$ cat config.mk
export PLATFORM = sky130hd
export DESIGN_NAME = cam_map_device_flat
export DESIGN_NICKNAME = d
export VERILOG_FILES = /design/src/hdl/cam_pkg.sv /design/src/hdl/cam_if.sv /design/src/hdl/cam_map_device.sv /design/src/flat_wrapper.sv
export SDC_FILE = /design/constraint.sdc
export NUM_CORES = 1
export LEC_CHECK = 0
export BUFFER_PORTS_ARGS = -buffer_cell sky130_fd_sc_hd__buf_4
export CORE_MARGIN = 2
export CORE_UTILIZATION = 30
export CTS_BUF_LIST = sky130_fd_sc_hd__clkbuf_4 sky130_fd_sc_hd__clkbuf_8 sky130_fd_sc_hd__clkbuf_16
export DETAILED_ROUTE_END_ITERATION = 10
export PLACE_DENSITY = 0.53
export SYNTH_ARGS = -nofsm -noshare
export SYNTH_HDL_FRONTEND = slang
export SYNTH_SLANG_ARGS = --single-unit
$ cat constraint.sdc
create_clock -name core_clk -period 3.3 [get_ports core_clk]
set_clock_uncertainty 0.15 [all_clocks]
set_input_delay 0.99 -clock core_clk [delete_from_list [all_inputs] [get_ports core_clk]]
set_output_delay 0.99 -clock core_clk [all_outputs]
set_load 0.01 [all_outputs]
$ cat src/hdl/cam_pkg.sv
package cam_pkg;

    // ********************
    // address map of the two 64 KB spaces
    // ********************
    localparam logic [15:0] RAM_LO          = 16'h0040; // ram window low
    localparam logic [15:0] RAM_HI          = 16'h083F; // ram window high
    localparam logic [15:0] BOOT_LO         = 16'h1000; // boot rom low
    localparam logic [15:0] BOOT_HI         = 16'h17FF; // first 2 KB end
    localparam logic [15:0] FLASH_LO        = 16'h8000; // flash base
    localparam logic [15:0] SFR1_HI         = 16'h003F; // first sfr block
    localparam logic [15:0] SFR3_LO         = 16'h0E40; // third sfr block
    localparam logic [15:0] SFR2_HI         = 16'h0FFF; // second sfr end
    localparam logic [15:0] VCALL_LO        = 16'hFFA0; // vector calls
    localparam logic [15:0] VCALL_HI        = 16'hFFBF;
    localparam logic [15:0] VINT_LO         = 16'hFFCC; // interrupt vectors
    localparam logic [15:0] VINT_HI         = 16'hFFFD; // below reset vec
    localparam logic [15:0] VEC_RAM_OFFSET  = 16'hFE00; // 0xFFA0 -> 0x01A0

    // ********************
    // device registers on the data space
    // ********************
    localparam logic [15:0] FLASH_CTRL_ADDR = 16'h0FD0; // flash_map_control
    localparam logic [15:0] FLASH_KEY_ADDR  = 16'h0FD1; // flash_commit_key
    localparam logic [15:0] RST_STAT_ADDR   = 16'h0FDB; // fault clear stage
    localparam logic [15:0] STAGE_ADDR      = 16'h0FDE; // staging control
    localparam logic [15:0] KEY_ADDR        = 16'h0FDF; // key w, status r
    localparam logic [7:0]  FLASH_CTRL_RST  = 8'h40;
    localparam logic [7:0]  STAGE_RST       = 8'h00;
    localparam int          BIT_RSTDIS      = 0;
    localparam int          BIT_RAMMAP      = 1;
    localparam int          BIT_VECREL      = 2;
    localparam int          BIT_BOOTMAP     = 4;
    localparam int          BIT_FCLR        = 0;
    localparam logic [7:0]  KEY_MAP         = 8'hD4;
    localparam logic [7:0]  KEY_RSTDIS      = 8'hB2;
    localparam logic [7:0]  KEY_FCLR        = 8'h71;
    localparam logic [7:0]  KEY_FLASH       = 8'hD5;
    localparam logic [7:0]  SWI_OPCODE      = 8'hFF; // software interrupt
    localparam logic [7:0]  OPEN_BUS        = 8'hFF; // unmapped data read

    // ********************
    // who answers an access
    // ********************
    typedef enum logic [2:0] {
        TGT_NONE  = 3'b000,
        TGT_RAM   = 3'b001,
        TGT_BOOT  = 3'b010,
        TGT_FLASH = 3'b011,
        TGT_SFR   = 3'b100,
        TGT_SWI   = 3'b101
    } cam_target_type;

    // ********************
    // host register map (axi4-lite, byte addresses)
    // ********************
    localparam logic [3:0]  HREG_REQ        = 4'h0;
    localparam logic [3:0]  HREG_STATUS     = 4'h4;
    localparam logic [3:0]  HREG_MAPADDR    = 4'h8;
    localparam int          HB_WDATA        = 16;
    localparam int          HB_WRITE        = 24;
    localparam int          HB_FETCH        = 25;
    localparam int          HB_DONE         = 1;
    localparam int          HB_RDATA        = 8;
    localparam int          HB_TARGET       = 16;
    localparam logic [1:0]  RESP_OKAY       = 2'b00;
    localparam logic [1:0]  RESP_SLVERR     = 2'b10;

endpackage

$ cat src/hdl/cam_if.sv
interface cam_if;
    logic                  req;       // one-cycle access strobe
    logic                  isFetch;   // 1 code space, 0 data space
    logic                  isWrite;   // data write
    logic [15:0]           addr;      // cpu address
    logic [7:0]            wdata;     // write data
    logic                  ack;       // one-cycle answer
    logic [7:0]            rdata;     // register, opcode or open bus
    logic [15:0]           mappedAddr;// address inside the target
    cam_pkg::cam_target_type target;  // who answers

    modport dev (input req, isFetch, isWrite, addr, wdata,
                 output ack, rdata, mappedAddr, target);
    modport cpu (output req, isFetch, isWrite, addr, wdata,
                 input ack, rdata, mappedAddr, target);
endinterface

$ cat src/hdl/cam_map_device.sv
// Functional notes
// code and data decoded as separate spaces
// ram not in code space after reset
// committed ram bit maps code ram window
// vector calls move to ram on relocation
// interrupt vectors move to ram on relocation
// reset vector never relocated
// serial mode always maps code ram
// unmapped code ram fetch returns swi
// staged bits act only after key
// software sets both bits for ram vectors
// ram loader keeps relocation bit set
// staging upper bits zero, reset zero
// key b2 commits reset disable
// key 71 commits fault flag clear
// other key values do nothing
// key register is write only
// status shows committed ram and vector
// status upper bits read zero
// boot rom unmapped after reset
// boot map committed by flash key
// unmapped boot fetch gives flash or swi
// only first 2 KB boot outside serial
// boot map bit double buffered
// commit on write edge, next access
//
// The implementer's own choice: the AXI4-Lite slave port.
module cam_map_device #(
    parameter logic [15:0] FlashBase    = cam_pkg::FLASH_LO, // flash size
    parameter logic [15:0] BootSerialHi = 16'h1FFF  // boot end in serial
) (
    input  wire logic  core_clk,
    input  wire logic  srst,
    cam_if.dev         bus,
    input  wire logic  serialModePin,
    output logic       bootRomMapped,
    output logic       resetDisable,
    output logic       faultClearPulse
);

    // ********************
    // shared decode helper
    // ********************

    // inclusive window test, used by both space decoders
    function automatic logic inRange(input logic [15:0] a,
                                     input logic [15:0] lo,
                                     input logic [15:0] hi);
        inRange = (a >= lo) && (a <= hi);
    endfunction

    // ********************
    // state
    // ********************
    logic [2:0] stage_reg;      // staged rstdis, ram map, vector rel
    logic       ramMap_reg;     // committed ram-to-code mapping
    logic       vecRel_reg;     // committed vector relocation
    logic       rstDis_reg;     // committed reset disable
    logic       fclrStage_reg;  // staged fault flag clear
    logic       fclrPulse_reg;  // one-cycle commit of fault clear
    logic [7:0] flashCtl_reg;   // flash map control, staged copy
    logic       bootMap_reg;    // active boot rom mapping copy
    logic       serialMeta_reg; // pin synchroniser, first stage
    logic       serial_reg;     // pin synchroniser, second stage
    logic       ack_reg;        // answer strobe
    logic [7:0] rdata_reg;      // answer data
    logic [15:0] mapped_reg;    // answer address
    cam_pkg::cam_target_type target_reg;

    // ********************
    // access qualifiers
    // ********************
    wire logic dataWr   = bus.req && !bus.isFetch && bus.isWrite;
    wire logic keyWr    = dataWr && (bus.addr == cam_pkg::KEY_ADDR);
    wire logic flashKey = dataWr && (bus.addr == cam_pkg::FLASH_KEY_ADDR);
    // unknown key values fall through every compare below
    wire logic keyMap   = keyWr && (bus.wdata == cam_pkg::KEY_MAP);
    wire logic keyRst   = keyWr && (bus.wdata == cam_pkg::KEY_RSTDIS);
    wire logic keyFclr  = keyWr && (bus.wdata == cam_pkg::KEY_FCLR);
    wire logic keyBoot  = flashKey && (bus.wdata == cam_pkg::KEY_FLASH);

    // ********************
    // code space decode
    // ********************
    wire logic [15:0] a = bus.addr;
    // serial mode overrides the committed ram bit for the loader
    wire logic ramInCode  = ramMap_reg || serial_reg;
    wire logic [15:0] bootHi = serial_reg ? BootSerialHi
                                          : cam_pkg::BOOT_HI;
    // the reset vector sits above VINT_HI so it is never caught
    wire logic vecHit  = vecRel_reg
                      && (inRange(a, cam_pkg::VCALL_LO, cam_pkg::VCALL_HI)
                       || inRange(a, cam_pkg::VINT_LO, cam_pkg::VINT_HI));
    wire logic codeRam  = inRange(a, cam_pkg::RAM_LO, cam_pkg::RAM_HI);
    wire logic bootWin  = inRange(a, cam_pkg::BOOT_LO, bootHi);
    wire logic flashHit = (a >= FlashBase);
    cam_pkg::cam_target_type codeTgt;
    logic [15:0]             codeAddr;

    // priority: relocated vectors, ram window, boot window, flash
    always_comb begin
        codeTgt  = cam_pkg::TGT_SWI;
        codeAddr = a;
        if (vecHit) begin
            codeTgt  = cam_pkg::TGT_RAM;
            codeAddr = a - cam_pkg::VEC_RAM_OFFSET;
        end else if (codeRam) begin
            // outside the mapping the fetch reads a trap opcode
            codeTgt = ramInCode ? cam_pkg::TGT_RAM
                                : cam_pkg::TGT_SWI;
        end else if (bootWin && bootMap_reg) begin
            codeTgt = cam_pkg::TGT_BOOT;
        end else if (flashHit) begin
            // small flash leaves the unmapped boot window as swi
            codeTgt = cam_pkg::TGT_FLASH;
        end
    end

    // ********************
    // data space decode
    // ********************
    wire logic sfrHit = (a <= cam_pkg::SFR1_HI)
                     || inRange(a, cam_pkg::SFR3_LO, cam_pkg::SFR2_HI);
    cam_pkg::cam_target_type dataTgt;

    // data space ignores the ram map and vector relocation bits; only the boot map and the serial boot window end apply
    always_comb begin
        dataTgt = cam_pkg::TGT_NONE;
        if (sfrHit) begin
            dataTgt = cam_pkg::TGT_SFR;
        end else if (codeRam) begin
            dataTgt = cam_pkg::TGT_RAM;
        end else if (bootWin && bootMap_reg) begin
            dataTgt = cam_pkg::TGT_BOOT;
        end else if (flashHit) begin
            dataTgt = cam_pkg::TGT_FLASH;
        end
    end

    // ********************
    // register read mux
    // ********************
    logic [7:0] regRd;

    // key address reads the committed status, never the key
    always_comb begin
        regRd = cam_pkg::OPEN_BUS;
        unique case (a)
            cam_pkg::STAGE_ADDR:      regRd = {5'h00, stage_reg};
            cam_pkg::KEY_ADDR:        regRd = {5'h00, vecRel_reg,
                                               ramMap_reg,
                                               rstDis_reg};
            cam_pkg::FLASH_CTRL_ADDR: regRd = flashCtl_reg;
            cam_pkg::RST_STAT_ADDR:   regRd = {7'h00, fclrStage_reg};
            default: begin
                regRd = sfrHit ? 8'h00 : cam_pkg::OPEN_BUS;
            end
        endcase
    end

    wire logic [7:0] dataRd = (dataTgt == cam_pkg::TGT_SFR) ? regRd
                            : (dataTgt == cam_pkg::TGT_NONE)
                              ? cam_pkg::OPEN_BUS : 8'h00;
    wire logic [7:0] codeRd = (codeTgt == cam_pkg::TGT_SWI)
                              ? cam_pkg::SWI_OPCODE : 8'h00;

    // ********************
    // serial mode pin synchroniser
    // ********************

    // pin is asynchronous to core_clk, two stages before use
    always_ff @(posedge core_clk) begin
        if (srst) begin
            serialMeta_reg <= 1'b0;
            serial_reg     <= 1'b0;
        end else begin
            serialMeta_reg <= serialModePin;
            serial_reg     <= serialMeta_reg;
        end
    end

    // ********************
    // staging and commit registers
    // ********************

    // writes land in the staging copies only
    always_ff @(posedge core_clk) begin
        if (srst) begin
            stage_reg     <= cam_pkg::STAGE_RST[2:0];
            fclrStage_reg <= 1'b0;
            flashCtl_reg  <= cam_pkg::FLASH_CTRL_RST;
        end else if (dataWr) begin
            if (a == cam_pkg::STAGE_ADDR) begin
                stage_reg <= bus.wdata[2:0];
            end
            if (a == cam_pkg::RST_STAT_ADDR) begin
                fclrStage_reg <= bus.wdata[cam_pkg::BIT_FCLR];
            end
            if (a == cam_pkg::FLASH_CTRL_ADDR) begin
                flashCtl_reg <= bus.wdata;
            end
        end
    end

    // commits take effect at the edge that takes the key write,
    // so the very next access decodes with the new copies
    always_ff @(posedge core_clk) begin
        if (srst) begin
            ramMap_reg    <= 1'b0;
            vecRel_reg    <= 1'b0;
            rstDis_reg    <= 1'b0;
            bootMap_reg   <= 1'b0;
            fclrPulse_reg <= 1'b0;
        end else begin
            if (keyMap) begin
                ramMap_reg <= stage_reg[cam_pkg::BIT_RAMMAP];
                vecRel_reg <= stage_reg[cam_pkg::BIT_VECREL];
            end
            if (keyRst) begin
                rstDis_reg <= stage_reg[cam_pkg::BIT_RSTDIS];
            end
            if (keyBoot) begin
                bootMap_reg <= flashCtl_reg[cam_pkg::BIT_BOOTMAP];
            end
            fclrPulse_reg <= keyFclr && fclrStage_reg;
        end
    end

    // ********************
    // answer register
    // ********************

    // every request is answered exactly one cycle later
    always_ff @(posedge core_clk) begin
        if (srst) begin
            ack_reg    <= 1'b0;
            rdata_reg  <= 8'h00;
            mapped_reg <= 16'h0000;
            target_reg <= cam_pkg::TGT_NONE;
        end else begin
            ack_reg <= bus.req;
            if (bus.req) begin
                target_reg <= bus.isFetch ? codeTgt : dataTgt;
                mapped_reg <= bus.isFetch ? codeAddr : a;
                rdata_reg  <= bus.isFetch ? codeRd : dataRd;
            end
        end
    end

    assign bus.ack         = ack_reg;
    assign bus.rdata       = rdata_reg;
    assign bus.mappedAddr  = mapped_reg;
    assign bus.target      = target_reg;
    assign bootRomMapped   = bootMap_reg;
    assign resetDisable    = rstDis_reg;
    assign faultClearPulse = fclrPulse_reg;

endmodule

$ cat src/flat_wrapper.sv
// flat-port wrapper written by rule: the top's interface ports become plain ports
module cam_map_device_flat 
#(
    parameter logic [15:0] FlashBase    = cam_pkg::FLASH_LO,              
    parameter logic [15:0] BootSerialHi = 16'h1FFF                       
)
  (core_clk, srst, serialModePin, bootRomMapped, resetDisable, faultClearPulse, bus_req, bus_isFetch, bus_isWrite, bus_addr, bus_wdata, bus_ack, bus_rdata, bus_mappedAddr, bus_target);
  cam_if bus_i ();
  input  wire logic core_clk;
  input  wire logic srst;
  input  wire logic serialModePin;
  output logic bootRomMapped;
  output logic resetDisable;
  output logic faultClearPulse;
  input wire logic [$bits(bus_i.req)-1:0] bus_req;
  input wire logic [$bits(bus_i.isFetch)-1:0] bus_isFetch;
  input wire logic [$bits(bus_i.isWrite)-1:0] bus_isWrite;
  input wire logic [$bits(bus_i.addr)-1:0] bus_addr;
  input wire logic [$bits(bus_i.wdata)-1:0] bus_wdata;
  output wire logic [$bits(bus_i.ack)-1:0] bus_ack;
  output wire logic [$bits(bus_i.rdata)-1:0] bus_rdata;
  output wire logic [$bits(bus_i.mappedAddr)-1:0] bus_mappedAddr;
  output wire logic [$bits(bus_i.target)-1:0] bus_target;
  assign bus_i.req = bus_req;
  assign bus_i.isFetch = bus_isFetch;
  assign bus_i.isWrite = bus_isWrite;
  assign bus_i.addr = bus_addr;
  assign bus_i.wdata = bus_wdata;
  assign bus_ack = bus_i.ack;
  assign bus_rdata = bus_i.rdata;
  assign bus_mappedAddr = bus_i.mappedAddr;
  assign bus_target = bus_i.target;
  cam_map_device #(.FlashBase(FlashBase), .BootSerialHi(BootSerialHi)) u_core (.core_clk(core_clk), .srst(srst), .bus(bus_i), .serialModePin(serialModePin), .bootRomMapped(bootRomMapped), .resetDisable(resetDisable), .faultClearPulse(faultClearPulse));
endmodule
## Word level (Yosys, flattened, before mapping)

Index checks and enable logic that the tools add are counted.

- Flip-flop bits (word level): 47
- Input port bits: 30
- Output and inout bits: 31
- Word-level logic and storage cells: 81

- Add/subtract/negate cells: 1
- Order comparisons: 12
- Eq/ne operators: 11
- Mux-type cells: 19
- Reductions and logical operators: 24

Operator list:

| cell | number |
|---|---|
| $eq A16 B12 Y1 const B | 5 |
| $ge A16 B16 Y1 const B | 3 |
| $mux W8 | 5 |
| $le A16 B12 Y1 const B | 2 |
| $le A16 B16 Y1 const B | 2 |
| $mux W16 | 2 |
| $pmux W8 S4 | 1 |
| $mux W3 | 9 |
| $eq A8 B8 Y1 const B | 3 |
| $ge A16 B12 Y1 const B | 1 |
| $ge A16 B13 Y1 const B | 1 |
| $ge A16 B7 Y1 const B | 1 |
| $le A16 B16 Y1 | 1 |
| $le A16 B6 Y1 const B | 1 |
| $logic_and A1 B1 Y1 | 16 |
| $sub A16 B16 Y16 const B | 1 |
| $mux W12 | 1 |
| $eq A8 B7 Y1 const B | 1 |
| $eq A3 B3 Y1 const B | 2 |
| $reduce_and A2 Y1 | 3 |
| $logic_not A3 Y1 | 1 |
| $logic_or A1 B1 Y1 | 3 |
| $mux W2 | 1 |
| $logic_not A1 Y1 | 1 |

## Logic depth before layout (Yosys ltp)

- Depth after elaboration: 11
- Gate-level depth with buffers: 7
- Gate-level depth less buffers: 7

## Worst setup path before layout

OpenSTA, ideal clock, no wires.

- Kind: in2reg
- Start: input port bus_addr[15]
- End: register u_core.stage_reg[2]
- Library setup time: 128 ps
- Data arrival time: 2,442 ps
- Required time: 3,022 ps
- Setup slack: 580 ps
- Stages on the path: 6
- Buffers on the path: 1
- Cell sequence: or4_4 > nor4_4 > and3_1 > buf_6 > mux2i_1 > nor2_1

- Word-level cells in the longest chain between the ends: 2

Ends and longest elaborated chain:

| what | RTL line | RTL |
|---|---|---|
| from (decl) | flat_wrapper.sv:18 | `input wire logic [$bits(bus_i.addr)-1:0] bus_addr;` |
| $eq A16 B12 Y1 | cam_map_device.sv:193 | `if (a == cam_pkg::STAGE_ADDR) begin` |
| $reduce_and A2 Y1 (no line) | n/a |  |
| to (signal assigned) | cam_map_device.sv:189 | `stage_reg <= cam_pkg::STAGE_RST[2:0];` |
| to (signal assigned) | cam_map_device.sv:194 | `stage_reg <= bus.wdata[2:0];` |
| to (decl) | cam_map_device.sv:55 | `logic [2:0] stage_reg;` |

Every way passes these cells.
A chain may end at the register's enable or synchronous reset.

## Worst setup path in the final report

- Start: input port bus_addr[15]
- End: register u_core.stage_reg[0]

The elaborated chain is that of the path after synthesis.

==> results.md <==
- Status: complete, no violations
- Critical path class: in2reg
- VDD IR max: approximately 0.18 mV
- Drt pass-1 iters: 4
- CTS tree: built
- Mapped Cells: roughly 260
- Clk Latency, worst-skew pair: between 0.3 and 0.4 ns
- Yosys warns: 0
- Number of H-tree levels: 2
- Maximum clock path buffer count: 2
- Final worst slack: slightly above 0.6 ns
- Largest register FFs: 16
- Area after DPL: 2760 um2
- DRT antenna net count: 0
- Unrepaired setup endpoints after global routing: no
- Clk root buf: clkbuf_8
- Global-route wire length before repair: 10400 um
- CTS Buf Count: 5
- Post-synth top cells: dfxtp_1 (47), nor2_1 (39), nand2_1 (26)
- Post-synth EDFFs: 0
- Slowest CP cell: or4_4
- P&R area growth vs syn: 27.4%
- Post-DP HPWL: 4590 um
- Unique masters post-synth: 50
- TritonCTS Sinks: 47
- GRT Overall Usage: 15.5%
- Slew Viols, Final: 0
- Multi-input gate area in the final layout: around 1200 um2
- Most frequent cell after synthesis: dfxtp_1
- Worst stage delay on the critical path: 0.57 ns
- Antenna diode count: 0
- Final setup violation count: 0
- Final WL: a little over 6000 um
- Number of global-route vias before repair: between 2000 and 2500
- Syn_area_per_cell: 8.86 um2
- Worst reg-to-reg path cell count: 7
- Initial Utilization: roughly 31%
- Top_reg_cell synth: dfxtp_1
- Flip-flop and latch area: ~940 um2
- Crit path cell chain: buf_4 > or4_4 > nor4_4 > and3_1 > mux2i_1 > nor2_1
- Fillers: 801
- Finished Cell Area: a little under 3000 um2
- Worst hold path depth: 1
- Gpl congestion: around 0.78
- Leading area contributor after synthesis: dfxtp_1
- Critical path startpoint category: primary input
- PwrDens: roughly 440 nW/um2
- Hold Fails Final Rpt: 0
- Number of max-cap violations: 0
- IO Port Bufs: 60
- Leakage: about 1.2 nW
- Initial drt markers: ~110
- WP data required: approximately 3.3 ns
- Initial antenna violation count: 0
- Die X: 91.1 um
- Post-CTS Setup Inserts: 0
- Area contributors post-synth: dfxtp_1 (41%), mux2i_1 (9.2%), nor2_1 (6.4%)
- Clock slew at reported path FFs: ~0.09 ns
- Worst path bufs/invs: 1
- Total gr overflow: 0
- Async set-reset flop share out of synthesis: 0%
- Fmax: 0.371 GHz
- # IOs: 61
- Via Count: 2071
- DR WL/cell: ~15 um
- Synthesized cell area: between 2000 and 2500 um2
- Hold-fix buffers, CTS: 0
- Max transition margin: 51.2%
- Ratio of cells with drive above 1 in the final layout: about a quarter
- Worst path top cell family by delay: simple AND/OR/NAND/NOR gates
- Min cycle time layout: between 2 and 3 ns
- DIE AREA: 8300 um2
- Synthesized flop and latch total: 47
- Pin count of the biggest net entering global routing: 36
- Via density: approximately 5
- Resized Gates After CTS: 0
- Critical path depth: 6
- Period utilization: 81.7%
- TNS Setup: 0 ns
- Cell row count: 31
- Worst-case hold slack: about 0.31 ns
- Sequential area share after synthesis: about two fifths
- Die Height: 91.1 um
- Worst-Margin Slew: about 0.73 ns
- Net Count, Synth: just under 300
- DRC: 0
- Crit end category: flip-flop
- Max FO, Critical Path: 9
- HP Class: reg2reg
- Post-place setup slack: 0.279 ns
- Nets@finish: ~340
- Worst EP arrival: between 2 and 3 ns
- Synth top area share: 41.3%
- Core area: 7290 um2
cell type report:
class                   instances  area share (%)
inverters                       4           0.518
clock buffers                   5            2.37
flip-flops and latches         47            32.5
clock inverters                 3            2.33
well taps                      99            4.27
repair buffers                 62            16.1
multi-input cells             190            42.0
routing by layer:
layer | GRT usage [%] | vias to the layer above | share of wire (%)
li1 | - | 1043 | -
met4 | 6.44 | 0 | 2.0
met3 | 2.99 | 8 | 4.2
met2 | 22.8 | 58 | 44
met5 | 0 | - | 0
met1 | 22.0 | 962 | 50
worst reg2reg max path, stage by stage, from the launching register on:
cell and delay [ns]:
dfxtp_1 0.34, inv_1 0.05, ha_1 0.26, nand4_1 0.09, o31ai_1 0.10, a21oi_1 0.34, o211ai_2 0.25, a311oi_1 0.32
logic make-up after synthesis:
logic type	count (synthesis)	synth area share (%)
AOI/OAI and AO/OA	45	15.0
adders and majority gates	2	1.10
buffers and inverters	20	5.17
DFF	47	41.3
muxes	21	9.24
and+or+nand+nor	122	28.2
where the power goes:
| part | internal (mW) | total (mW) | leakage [nW] | switching (mW) |
|---|---|---|---|---|
| clock network | 0.302 | 0.513 | 0.0644 | 0.210 |
| logic | 0.0784 | 0.168 | 0.753 | 0.0894 |
| registers | 0.589 | 0.600 | 0.385 | 0.0112 |
path summary, 6_finish.rpt:
check | slack [ns] | to | from
setup / recovery | 0.60 | u_core.stage_reg[0] | bus_addr[15]
hold / removal | 0.31 | u_core.serial_reg | u_core.serialMeta_reg
setup reg to reg | 1.32 | u_core.bus.rdata[7] | u_core.serial_reg
hold reg to reg | 0.31 | u_core.serial_reg | u_core.serialMeta_reg
metrics by stage:
stage / total power, mW / cells / utilization, %
after detailed placement: 0.782 / 402 / 37.9
after global placement: 0.781 / 402 / 37.9
after global routing: 1.34 / 410 / 39.8
after floorplan: 0.693 / 257 / -
final: 1.28 / 410 / 39.8
after CTS: 1.29 / 410 / 39.8
placed cells by master (no fill, tap or decap), drive strengths merged, types with 3 or more instances in the layout:
cell / Yosys / routed
a21oi: 13 / 13
a22o: 5 / 5
a311oi: 5 / 5
and3: 4 / 4
buf: 7 / 62
clkbuf: 7 / 5
dfxtp: 47 / 47
inv: 4 / 4
mux2i: 21 / 21
nand2: 26 / 26
nand2b: 3 / 3
nand3: 6 / 6
nand4: 17 / 17
nor2: 39 / 39
nor2b: 5 / 5
nor3: 4 / 4
nor4: 5 / 5
o21ai: 4 / 4
Note: power is estimated with default switching activity, not from simulation.
